$ cat src/adcst_defs.svh
// register offsets, field positions, reset values and timing counts
`ifndef ADCST_DEFS_SVH
`define ADCST_DEFS_SVH
// word offsets inside the register page (address bit 4 clear)
`define ADCST_OFS_CTRL1 4'h0
`define ADCST_OFS_CTRL2 4'h1
`define ADCST_OFS_CTRL3 4'h2
`define ADCST_OFS_SCAN 4'h3
`define ADCST_OFS_MUX 4'h4
// address bit that selects the result buffer page
`define ADCST_BUF_BIT 4
// control register one
`define ADCST_C1_ON 0
`define ADCST_C1_SAMPLE_CONTROL 1
`define ADCST_C1_ASAM 2
`define ADCST_C1_SIMULTANEOUS_SAMPLE_SELECT 3
`define ADCST_C1_SSRC 4
`define ADCST_C1_DONE 8
`define ADCST_C1_IF 9
// control register two
`define ADCST_C2_ALTERNATE_MUX_SELECT 0
`define ADCST_C2_BUFFER_SPLIT_MODE 1
`define ADCST_C2_SMPI 2
`define ADCST_C2_HALF 7
`define ADCST_C2_CHPS 8
`define ADCST_C2_CH0_SCAN_ENABLE 10
// control register three
`define ADCST_C3_ADCS 0
`define ADCST_C3_INTERNAL_RC_CLOCK_SELECT 7
`define ADCST_C3_AUTO_SAMPLE_TIME 8
// multiplexer select register
`define ADCST_MX_A 0
`define ADCST_MX_B 8
// trigger source codes
`define ADCST_SSRC_SW 3'h0
`define ADCST_SSRC_AUTO 3'h7
// reset values
`define ADCST_WAIT_RST 1'b1
// conversion length in conversion clocks
`define ADCST_CONV_TAD 5'h0C
`endif

$ cat src/adcst_pkg.sv
// types shared by the sequencer and its testbench
package adcst_pkg;
   typedef enum logic [1:0] {st_idle, st_sample, st_convert} adcst_state_t;

   typedef struct packed {
      logic read;
      logic write;
      logic [4:0] address;
      logic [31:0] writedata;
   } adcst_avm_req_t;

   typedef struct packed {
      logic [31:0] readdata;
      logic waitrequest;
   } adcst_avm_rsp_t;

   typedef struct packed {
      logic sampling;
      logic converting;
      logic [1:0] sh_channel;
      logic use_mux_b;
      logic [3:0] ch0_input;
   } adcst_conv_t;

   typedef struct packed {
      adcst_avm_rsp_t rsp;
      logic [1:0] bus_stage;
      logic on, sample_control, asam, simultaneous_sample_select;
      logic [2:0] ssrc;
      logic done, intf, alternate_mux_select, buffer_split_mode, ch0_scan_enable, internal_rc_clock_select;
      logic [3:0] smpi;
      logic [1:0] chps;
      logic [5:0] adcs;
      logic [4:0] auto_sample_time;
      logic [15:0] scan_sel;
      logic [3:0] mux_a, mux_b;
      adcst_state_t st;
      logic [5:0] div_cnt;
      logic tad, trig_pend, half, use_b;
      logic [4:0] tad_cnt, scan_pos;
      logic [1:0] ch;
      logic [3:0] seq_cnt, wptr;
      logic rc_s1, rc_s2, rc_q;
      logic [5:0] tr_s1, tr_s2, tr_q;
      adcst_conv_t conv;
   } adcst_ctrl_t;
endpackage

$ cat src/adcst_ctrl.sv
// converter sequencing, trigger control and register slave
`timescale 1ns/1ps
`default_nettype none
`include "adcst_defs.svh"
// Overview of operation
// - sequential mode: channels sampled and converted one after another, one sample each
// - simultaneous mode: all channels sampled on one clock, then converted in turn
// - channel count picks one, two or four holds; every result goes to buffer
// - four-bit sequences-per-interrupt field sets sequences before interrupt, 1 to 16
// - split mode writes one 8-word half, switching halves at each interrupt
// - alternate select clear: only multiplexer A inputs are used
// - alternate select set: A and B inputs used on alternating sequences
// - scan enabled: first hold steps across A inputs marked in scan mask
// - scan runs low to high, restarts after interrupt, surplus inputs unused
// - trigger source select picks the event that ends sampling, starts conversion
// - source 000: trigger when software clears sample control
// - source 111: trigger after auto sample time conversion clocks of sampling
// - auto start with sample time one gives thirteen clocks per conversion
// - other sources spend extra conversion clocks synchronising the event
// - clearing converter on aborts conversion; buffer keeps last complete value
// - abort wins over an auto start in the same cycle
// - after abort: sequential goes to next channel, simultaneous to next group
// - each conversion lasts twelve conversion clocks
// - conversion clock is half instruction cycle times divider plus one
// - internal oscillator select takes conversion clock from the oscillator pin
// - setting sample control starts acquisition
// - after the programmed sequences are stored, set interrupt flag and done
module adcst_ctrl
   import adcst_pkg::*;
(
   // clock and reset
   input wire logic clk,
   input wire logic rstn,
   // register bus
   input wire adcst_avm_req_t avm_req,
   output var adcst_avm_rsp_t avm_rsp,
   // converter side
   input wire logic [9:0] conv_data,
   input wire logic rc_clk_pin,
   input wire logic [5:0] ext_trigger,
   output var adcst_conv_t conv,
   // status
   output var logic conversion_interrupt_flag,
   output var logic done
);
   adcst_ctrl_t s;
   adcst_ctrl_t next_s;
   logic req, wr_en, sw_clear_sample_control, trig, store, seq_end;
   logic rc_edge;
   logic [5:0] tr_edge;
   logic [1:0] last;
   logic [4:0] pick, pick_nx;
   logic [3:0] scan_idx;
   logic [31:0] wd;
   logic [4:0] a;
   logic [3:0] mem_waddr;
   logic [9:0] mem_rdata;

   ////////////////////////////////////////////////////////////////////////////
   function automatic logic [1:0] last_ch(input logic [1:0] chps);
      return (chps == 2'h0) ? 2'h0 : ((chps == 2'h1) ? 2'h1 : 2'h3);
   endfunction

   // lowest set mask bit at or above pos; bit 4 of the result marks a hit
   function automatic logic [4:0] first_from(input logic [15:0] mask, input logic [4:0] pos);
      logic [4:0] r;
      r = 5'h00;
      for (int i = 15; i >= 0; i--)
      begin
         if (mask[i] && (5'(i) >= pos))
         begin
            r = {1'b1, 4'(i)};
         end
      end
      return r;
   endfunction

   function automatic logic [31:0] reg_read(input adcst_ctrl_t r, input logic [3:0] idx);
      logic [31:0] v;
      v = 32'h0;
      case (idx)
         `ADCST_OFS_CTRL1:
         begin
            v[`ADCST_C1_ON] = r.on;
            v[`ADCST_C1_SAMPLE_CONTROL] = r.sample_control;
            v[`ADCST_C1_ASAM] = r.asam;
            v[`ADCST_C1_SIMULTANEOUS_SAMPLE_SELECT] = r.simultaneous_sample_select;
            v[`ADCST_C1_SSRC +: 3] = r.ssrc;
            v[`ADCST_C1_DONE] = r.done;
            v[`ADCST_C1_IF] = r.intf;
         end
         `ADCST_OFS_CTRL2:
         begin
            v[`ADCST_C2_ALTERNATE_MUX_SELECT] = r.alternate_mux_select;
            v[`ADCST_C2_BUFFER_SPLIT_MODE] = r.buffer_split_mode;
            v[`ADCST_C2_SMPI +: 4] = r.smpi;
            v[`ADCST_C2_HALF] = r.half;
            v[`ADCST_C2_CHPS +: 2] = r.chps;
            v[`ADCST_C2_CH0_SCAN_ENABLE] = r.ch0_scan_enable;
         end
         `ADCST_OFS_CTRL3:
         begin
            v[`ADCST_C3_ADCS +: 6] = r.adcs;
            v[`ADCST_C3_INTERNAL_RC_CLOCK_SELECT] = r.internal_rc_clock_select;
            v[`ADCST_C3_AUTO_SAMPLE_TIME +: 5] = r.auto_sample_time;
         end
         `ADCST_OFS_SCAN: v[15:0] = r.scan_sel;
         `ADCST_OFS_MUX:
         begin
            v[`ADCST_MX_A +: 4] = r.mux_a;
            v[`ADCST_MX_B +: 4] = r.mux_b;
         end
         default: v = 32'h0;
      endcase
      return v;
   endfunction

   ////////////////////////////////////////////////////////////////////////////
   always_comb
   begin
      next_s = s;
      a = avm_req.address;
      wd = avm_req.writedata;
      req = avm_req.read | avm_req.write;
      wr_en = (s.bus_stage == 2'h2) && avm_req.write;
      sw_clear_sample_control = 1'b0;
      trig = 1'b0;
      store = 1'b0;
      seq_end = 1'b0;
      last = last_ch(s.chps);
      // two wait cycles give the buffer its registered read
      unique case (s.bus_stage)
         2'h0: if (req) next_s.bus_stage = 2'h1;
         2'h1:
         begin
            next_s.bus_stage = 2'h2;
            next_s.rsp.waitrequest = 1'b0;
            next_s.rsp.readdata = a[`ADCST_BUF_BIT] ? {22'h0, mem_rdata} : reg_read(s, a[3:0]);
         end
         default:
         begin
            next_s.bus_stage = 2'h0;
            next_s.rsp.waitrequest = 1'b1;
         end
      endcase
      if (wr_en && !a[`ADCST_BUF_BIT])
      begin
         case (a[3:0])
            `ADCST_OFS_CTRL1:
            begin
               next_s.on = wd[`ADCST_C1_ON];
               next_s.sample_control = wd[`ADCST_C1_SAMPLE_CONTROL];
               next_s.asam = wd[`ADCST_C1_ASAM];
               next_s.simultaneous_sample_select = wd[`ADCST_C1_SIMULTANEOUS_SAMPLE_SELECT];
               next_s.ssrc = wd[`ADCST_C1_SSRC +: 3];
               if (!wd[`ADCST_C1_DONE]) next_s.done = 1'b0;
               if (!wd[`ADCST_C1_IF]) next_s.intf = 1'b0;
               sw_clear_sample_control = s.sample_control & ~wd[`ADCST_C1_SAMPLE_CONTROL];
            end
            `ADCST_OFS_CTRL2:
            begin
               next_s.alternate_mux_select = wd[`ADCST_C2_ALTERNATE_MUX_SELECT];
               next_s.buffer_split_mode = wd[`ADCST_C2_BUFFER_SPLIT_MODE];
               next_s.smpi = wd[`ADCST_C2_SMPI +: 4];
               next_s.chps = wd[`ADCST_C2_CHPS +: 2];
               next_s.ch0_scan_enable = wd[`ADCST_C2_CH0_SCAN_ENABLE];
            end
            `ADCST_OFS_CTRL3:
            begin
               next_s.adcs = wd[`ADCST_C3_ADCS +: 6];
               next_s.internal_rc_clock_select = wd[`ADCST_C3_INTERNAL_RC_CLOCK_SELECT];
               next_s.auto_sample_time = wd[`ADCST_C3_AUTO_SAMPLE_TIME +: 5];
            end
            `ADCST_OFS_SCAN: next_s.scan_sel = wd[15:0];
            `ADCST_OFS_MUX:
            begin
               next_s.mux_a = wd[`ADCST_MX_A +: 4];
               next_s.mux_b = wd[`ADCST_MX_B +: 4];
            end
            default: next_s.on = next_s.on;
         endcase
      end
      // pin synchronisers; edges only from the second stage on
      next_s.rc_s1 = rc_clk_pin;
      next_s.rc_s2 = s.rc_s1;
      next_s.rc_q = s.rc_s2;
      next_s.tr_s1 = ext_trigger;
      next_s.tr_s2 = s.tr_s1;
      next_s.tr_q = s.tr_s2;
      rc_edge = s.rc_s2 & ~s.rc_q;
      tr_edge = s.tr_s2 & ~s.tr_q;
      next_s.tad = 1'b0;
      if (s.internal_rc_clock_select)
      begin
         next_s.div_cnt = 6'h00;
         next_s.tad = rc_edge;
      end
      else if (s.div_cnt >= s.adcs)
      begin
         next_s.div_cnt = 6'h00;
         next_s.tad = 1'b1;
      end
      else
      begin
         next_s.div_cnt = s.div_cnt + 6'h01;
      end
      pick = first_from(s.scan_sel, s.scan_pos);
      if (!pick[4])
      begin
         pick = first_from(s.scan_sel, 5'h00);
      end
      scan_idx = pick[3:0];
      if (!next_s.on)
      begin
         if (s.st == st_convert)
         begin
            next_s.ch = (s.simultaneous_sample_select || s.ch == last) ? 2'h0 : s.ch + 2'h1;
         end
         next_s.st = st_idle;
         next_s.sample_control = 1'b0;
         next_s.tad_cnt = 5'h00;
         next_s.trig_pend = 1'b0;
      end
      else
      begin
         unique case (s.st)
            st_idle:
            begin
               if (next_s.sample_control)
               begin
                  next_s.st = st_sample;
                  next_s.tad_cnt = 5'h00;
                  next_s.trig_pend = 1'b0;
               end
            end
            st_sample:
            begin
               if (s.ssrc == `ADCST_SSRC_SW)
               begin
                  trig = sw_clear_sample_control;
               end
               else if (s.ssrc == `ADCST_SSRC_AUTO)
               begin
                  if (s.tad)
                  begin
                     next_s.tad_cnt = s.tad_cnt + 5'h01;
                     trig = (s.tad_cnt + 5'h01) >= s.auto_sample_time;
                  end
               end
               else
               begin
                  // event waits for a conversion clock
                  if (tr_edge[s.ssrc - 3'h1]) next_s.trig_pend = 1'b1;
                  trig = s.trig_pend & s.tad;
               end
               if (trig)
               begin
                  next_s.st = st_convert;
                  next_s.sample_control = 1'b0;
                  next_s.tad_cnt = 5'h00;
                  next_s.trig_pend = 1'b0;
                  if (s.ch0_scan_enable && !s.use_b && s.ch == 2'h0)
                  begin
                     next_s.scan_pos = {1'b0, scan_idx} + 5'h01;
                  end
               end
               else if (!next_s.sample_control && s.ssrc != `ADCST_SSRC_SW)
               begin
                  next_s.st = st_idle;
               end
            end
            st_convert:
            begin
               if (s.tad)
               begin
                  next_s.tad_cnt = s.tad_cnt + 5'h01;
                  if (s.tad_cnt == `ADCST_CONV_TAD - 5'h01)
                  begin
                     store = 1'b1;
                     next_s.tad_cnt = 5'h00;
                     next_s.wptr = s.wptr + 4'h1;
                     if (s.ch != last)
                     begin
                        next_s.ch = s.ch + 2'h1;
                        if (!s.simultaneous_sample_select)
                        begin
                           next_s.st = st_sample;
                           next_s.sample_control = 1'b1;
                        end
                     end
                     else
                     begin
                        seq_end = 1'b1;
                        next_s.ch = 2'h0;
                        if (s.alternate_mux_select) next_s.use_b = ~s.use_b;
                        if (s.seq_cnt == s.smpi)
                        begin
                           next_s.seq_cnt = 4'h0;
                           next_s.wptr = 4'h0;
                           next_s.scan_pos = 5'h00;
                           next_s.done = 1'b1;
                           next_s.intf = 1'b1;
                           if (s.buffer_split_mode) next_s.half = ~s.half;
                        end
                        else
                        begin
                           next_s.seq_cnt = s.seq_cnt + 4'h1;
                        end
                        next_s.st = s.asam ? st_sample : st_idle;
                        next_s.sample_control = s.asam;
                     end
                  end
               end
            end
         endcase
      end
      // only mux A when alternation off
      if (!next_s.alternate_mux_select) next_s.use_b = 1'b0;
      next_s.conv.sampling = (next_s.st == st_sample);
      next_s.conv.converting = (next_s.st == st_convert);
      next_s.conv.sh_channel = next_s.ch;
      next_s.conv.use_mux_b = next_s.use_b;
      // scanned first hold input
      // from the next state, so the input lines up with the sampling flag
      pick_nx = first_from(next_s.scan_sel, next_s.scan_pos);
      if (!pick_nx[4])
      begin
         pick_nx = first_from(next_s.scan_sel, 5'h00);
      end
      next_s.conv.ch0_input = next_s.use_b ? next_s.mux_b : next_s.mux_a;
      if (next_s.ch0_scan_enable && !next_s.use_b)
      begin
         next_s.conv.ch0_input = pick_nx[3:0];
      end
   end

   always_ff @(posedge clk)
   begin
      if (!rstn)
      begin
         s <= '0;
         s.rsp.waitrequest <= `ADCST_WAIT_RST;
      end
      else
      begin
         s <= next_s;
      end
   end

   ////////////////////////////////////////////////////////////////////////////
   // every result stored, split halves addressed by the half bit
   assign mem_waddr = s.buffer_split_mode ? {s.half, s.wptr[2:0]} : s.wptr;

   adcst_result_mem #(.WIDTH(10), .DEPTH(16), .AW(4)) u_mem (
      .clk(clk),
      .we(store),
      .waddr(mem_waddr),
      .wdata(conv_data),
      .raddr(a[3:0]),
      .rdata(mem_rdata)
   );

   assign avm_rsp = s.rsp;
   assign conv = s.conv;
   assign conversion_interrupt_flag = s.intf;
   assign done = s.done;
endmodule // adcst_ctrl
`default_nettype wire

$ cat src/adcst_result_mem.sv
// result buffer memory with registered read data
`timescale 1ns/1ps
`default_nettype none
module adcst_result_mem
   import adcst_pkg::*;
#(
   parameter int WIDTH = 10,
   parameter int DEPTH = 16,
   parameter int AW = 4
)
(
   // clock
   input wire logic clk,
   // write port
   input wire logic we,
   input wire logic [AW-1:0] waddr,
   input wire logic [WIDTH-1:0] wdata,
   // read port
   input wire logic [AW-1:0] raddr,
   output var logic [WIDTH-1:0] rdata
);
   typedef struct packed {
      logic [DEPTH-1:0][WIDTH-1:0] mem;
      logic [WIDTH-1:0] rdata;
   } adcst_mem_t;

   adcst_mem_t s;
   adcst_mem_t next_s;

   // no reset: a result word is only meaningful once written
   always_comb
   begin
      next_s = s;
      if (we)
      begin
         next_s.mem[waddr] = wdata;
      end
      next_s.rdata = s.mem[raddr];
   end

   always_ff @(posedge clk)
   begin
      s <= next_s;
   end

   assign rdata = s.rdata;
endmodule // adcst_result_mem
`default_nettype wire

$ cat config.mk
export PLATFORM = sky130hd
export DESIGN_NAME = adcst_ctrl
export DESIGN_NICKNAME = d
export VERILOG_FILES = /design/src/adcst_pkg.sv /design/src/adcst_ctrl.sv /design/src/adcst_result_mem.sv
export VERILOG_INCLUDE_DIRS = /design/src
export SDC_FILE = /design/constraint.sdc
export NUM_CORES = 1
export LEC_CHECK = 0
export BUFFER_PORTS_ARGS = -buffer_cell sky130_fd_sc_hd__buf_2
export CAP_MARGIN = 20
export CORE_ASPECT_RATIO = 2
export CORE_UTILIZATION = 55
export CTS_BUF_LIST = sky130_fd_sc_hd__clkbuf_8 sky130_fd_sc_hd__clkbuf_16
export DETAILED_ROUTE_END_ITERATION = 6
export PLACE_DENSITY = 0.77
export RECOVER_POWER = 25
export SKIP_CTS_REPAIR_TIMING = 1
export SLEW_MARGIN = 20
export SYNTH_ARGS = -nofsm -noshare
export SYNTH_HDL_FRONTEND = slang
export SYNTH_SLANG_ARGS = --single-unit
$ cat constraint.sdc
create_clock -name clk -period 3.9 [get_ports clk]
set_clock_uncertainty 0.2 [all_clocks]
set_input_delay 0.585 -clock clk [delete_from_list [all_inputs] [get_ports clk]]
set_output_delay 0.585 -clock clk [all_outputs]
set_load 0.02 [all_outputs]
==> impl_metrics.py <==
metrics = {
    "placed_design": {
        "dp.final_hpwl_um": 32400,
        "portBuffers": 69,
        "gp_routability_congestion": 1.06,
    },
    "detailed_routing": {
        "initialDrtViolationCount": 878,
        "vias_per_cell": 6.12,
        "route.antenna.remaining_nets": 0,
        "dr.pass1.iters": 7,
        "wl_per_cell_um": 24.3,
        "number_of_vias_in_the_routed_layout": 11200,
        "drt_drc_violations_left": 4,
        "routed_wirelength_um": 44500,
    },
    "layout": {
        "drive_gt1_frac": 0.292,
        "areaGrowthSynthToFinish_pct": 20.6,
        "final_net_count": 1550,
    },
    "synthesis": {
        "synth_top_cells_by_count": "160 x edfxtp_1, 142 x dfxtp_1, 128 x nor2_1",
        "cell_with_the_most_instances_after_synthesis": "edfxtp_1",
        "synth.yosys.warnings": 0,
        "syn-instance-count": 1252,
        "synth_sequential_area_ratio": 0.536,
        "synth_async_sr_flop_share": 0,
        "synth_seq_cells": 302,
        "synth.area.top_cells": "edfxtp_1 34%, dfxtp_1 20%, mux4_2 8.2%",
        "synth_cell_types": 87,
        "yosysTopAreaCellShare": 0.337,
        "synth_ff_type": "edfxtp_1",
        "synth-edff-count": 160,
        "netlist.top_cell.by_area": "edfxtp_1",
        "synth_area_um2": 14300,
        "postSynthAreaPerCell_um2": 11.4,
    },
    "timing": {
        "layout_worst_path_cycle_share": 1.06,
        "post_layout_worst_setup_margin_ns": -0.244,
        "final_number_of_setup_violating_endpoints": 4,
        "period_minus_slack_ns": 4.14,
        "hold_viol": 0,
        "slew_viol_final": 0,
        "grt_setup_unrepaired": "true",
        "worst_pin_slew_ns": 1.19,
        "worst_slew_margin_rel": 0.207,
        "achievable-frequency_mhz": 241,
        "setup-tns-final_ns": -0.638,
    },
    "worst_setup_path": {
        "cp_num_buf_inv": 0,
        "largest_fanout_on_the_critical_path": 5,
        "critical_path.top_delay_family": "simple AND/OR/NAND/NOR gates",
        "start_kind": "flop",
        "slowest_stage_cell_on_the_critical_path": "or4_4",
        "cp.arrival_ns": 4.43,
        "crit_path_end_kind": "flop",
        "critical_path_class": "reg2reg",
        "timing.critical_path.cells": "ha_4 -> xor2_2 -> ha_1 -> o21a_1 -> o2111ai_2 -> o211a_1 -> o311a_1 -> or2_4 -> and2_4 -> or4_4 -> a31oi_4 -> o31a_1 -> nand2b_4 -> and3b_1 -> nand4b_1 -> o22ai_1",
        "timing.critical_path.slowest_cell_delay_ns": 0.57,
        "timing.critical_path.required_ns": 4.19,
    },
    "power_and_ir_drop": {
        "power_density_cells_nw_per_um2": 358,
        "power_mw": 6.16,
        "p_leak_nw": 6.42,
        "ir_drop_uv": 428,
    },
    "die": {
        "io_pins": 102,
        "initial_utilization": 0.559,
        "die_x_um": 116,
        "die_height_um": 230,
        "cell_row_count": 83,
        "core-area_um2": 25500,
        "fp.dieArea_um2": 26600,
    },
    "global_routing": {
        "antenna_found_initial": 4,
        "gr-usage-met3": 0.119,
        "grtUsageTotal": 0.348,
        "first_global_vias": 11500,
        "global_route_wire_length_before_repair_um": 66300,
        "globalRoute.totalOverflow": 0,
        "grt_max_degree": 62,
        "grt_busiest_layer": "met2",
        "global_routing_usage_on_met1": 0.307,
        "grt.met2_usage": 0.604,
    },
    "run_status": {
        "result_of_the_run": "finished, violations left",
        "violated_checks": "DRC, setup timing",
    },
    "clock_tree": {
        "cts.sink_count": 302,
        "ctsLongestPathBuffers": 3,
        "cts.root.buffer_cell": "clkbuf_16",
        "numCtsBuffers": 25,
        "cts-htree-levels": 1,
        "clk_pin_slew_ns": 0.07,
        "tritoncts_clock_tree": "built",
        "clock_insertion_delay_at_the_later_pin_of_the_skew_report_ns": 0.56,
    },
    "worst_hold_path": {
        "min-delay-path-class": "in2reg",
    },
    "run": {
        "cap_violations": 0,
    },
}
power breakdown:
part	internal (mW)	leakage, nW	switching (mW)
Clock	1.26	0.385	1.19
Sequential	3.37	2.59	0.0168
Combinational	0.123	3.45	0.206
Total	4.75	6.42	1.41
final timing paths:
path | start | end | slack, ns | cells past startpoint
setup / recovery | s[45]$_SDFFE_PN0P_ | conv[0]$_SDFF_PN0_ | -0.24 | 16
hold / removal | ext_trigger[1] | next_s[16]$_SDFF_PN0_ | 0.04 | 2
hold reg to reg | next_s[17]$_SDFF_PN0_ | next_s[11]$_SDFF_PN0_ | 0.23 | 1
setup reg to reg | s[45]$_SDFFE_PN0P_ | conv[0]$_SDFF_PN0_ | -0.24 | 16
cell families (layout without fill, tap and decap cells):
group,count (synthesis),after routing,share of synthesized area
AO/OA/AOI/OAI,241,241,0.114
XOR/XNOR,19,19,0.0117
adder cells (fa/ha/maj),26,26,0.0226
buffers and inverters,148,367,0.0530
flip-flops,302,302,0.536
multiplexers,112,112,0.125
other,1,20,0.000263
AND/OR/NAND/NOR,403,403,0.137
layer usage:
metal,routed length [um],part of all wire
met1,13200,0.30
met2,22800,0.51
met3,3500,0.079
met4,4980,0.11
met5,13,0.00029
cell type report:
type,instances,area [um2]
well taps,340,425
clock inverters,21,160
clock buffers,25,626
repair buffers,279,1970
diodes,4,10.0
multi-input cells,817,6210
inverters,42,158
fillers,1928,8330
flip-flops and latches,302,7660
sequential cells by signal, indices dropped and copies added, names as in the netlist:
register,count
u_mem.rdata,10
s,90
done,1
conv,9
next_s,14
u_mem.s,160
conversion_interrupt_flag,1
avm_rsp,17
cell usage in the layout, fill, tap and decap left out, drive strengths merged, types with 29 or more instances in the layout:
master,n
inv,49
mux4,52
dfxtp,142
a21oi,61
mux2i,51
nor2,129
and2,29
nand2,110
o21ai,47
clkbuf,33
buf,271
edfxtp,160
nor3,29
stage by stage:
| step | utilization | hold WS [ns] | instance area [um2] | setup WS, ns | instances |
|---|---|---|---|---|---|
| finish | 0.674 | 0.0369 | 17200 | -0.244 | 1830 |
| global route | 0.674 | 0.0415 | 17200 | -0.418 | 1827 |
| detailed placement | 0.629 | 0.220 | 16100 | -0.468 | 1775 |
| floorplan | - | 0.205 | 14300 | 0.0114 | 1267 |
| global placement | 0.629 | 0.215 | 16100 | -0.376 | 1775 |
| CTS | 0.660 | 0.0278 | 16900 | -0.476 | 1821 |
(Power assumes the default switching activity.)
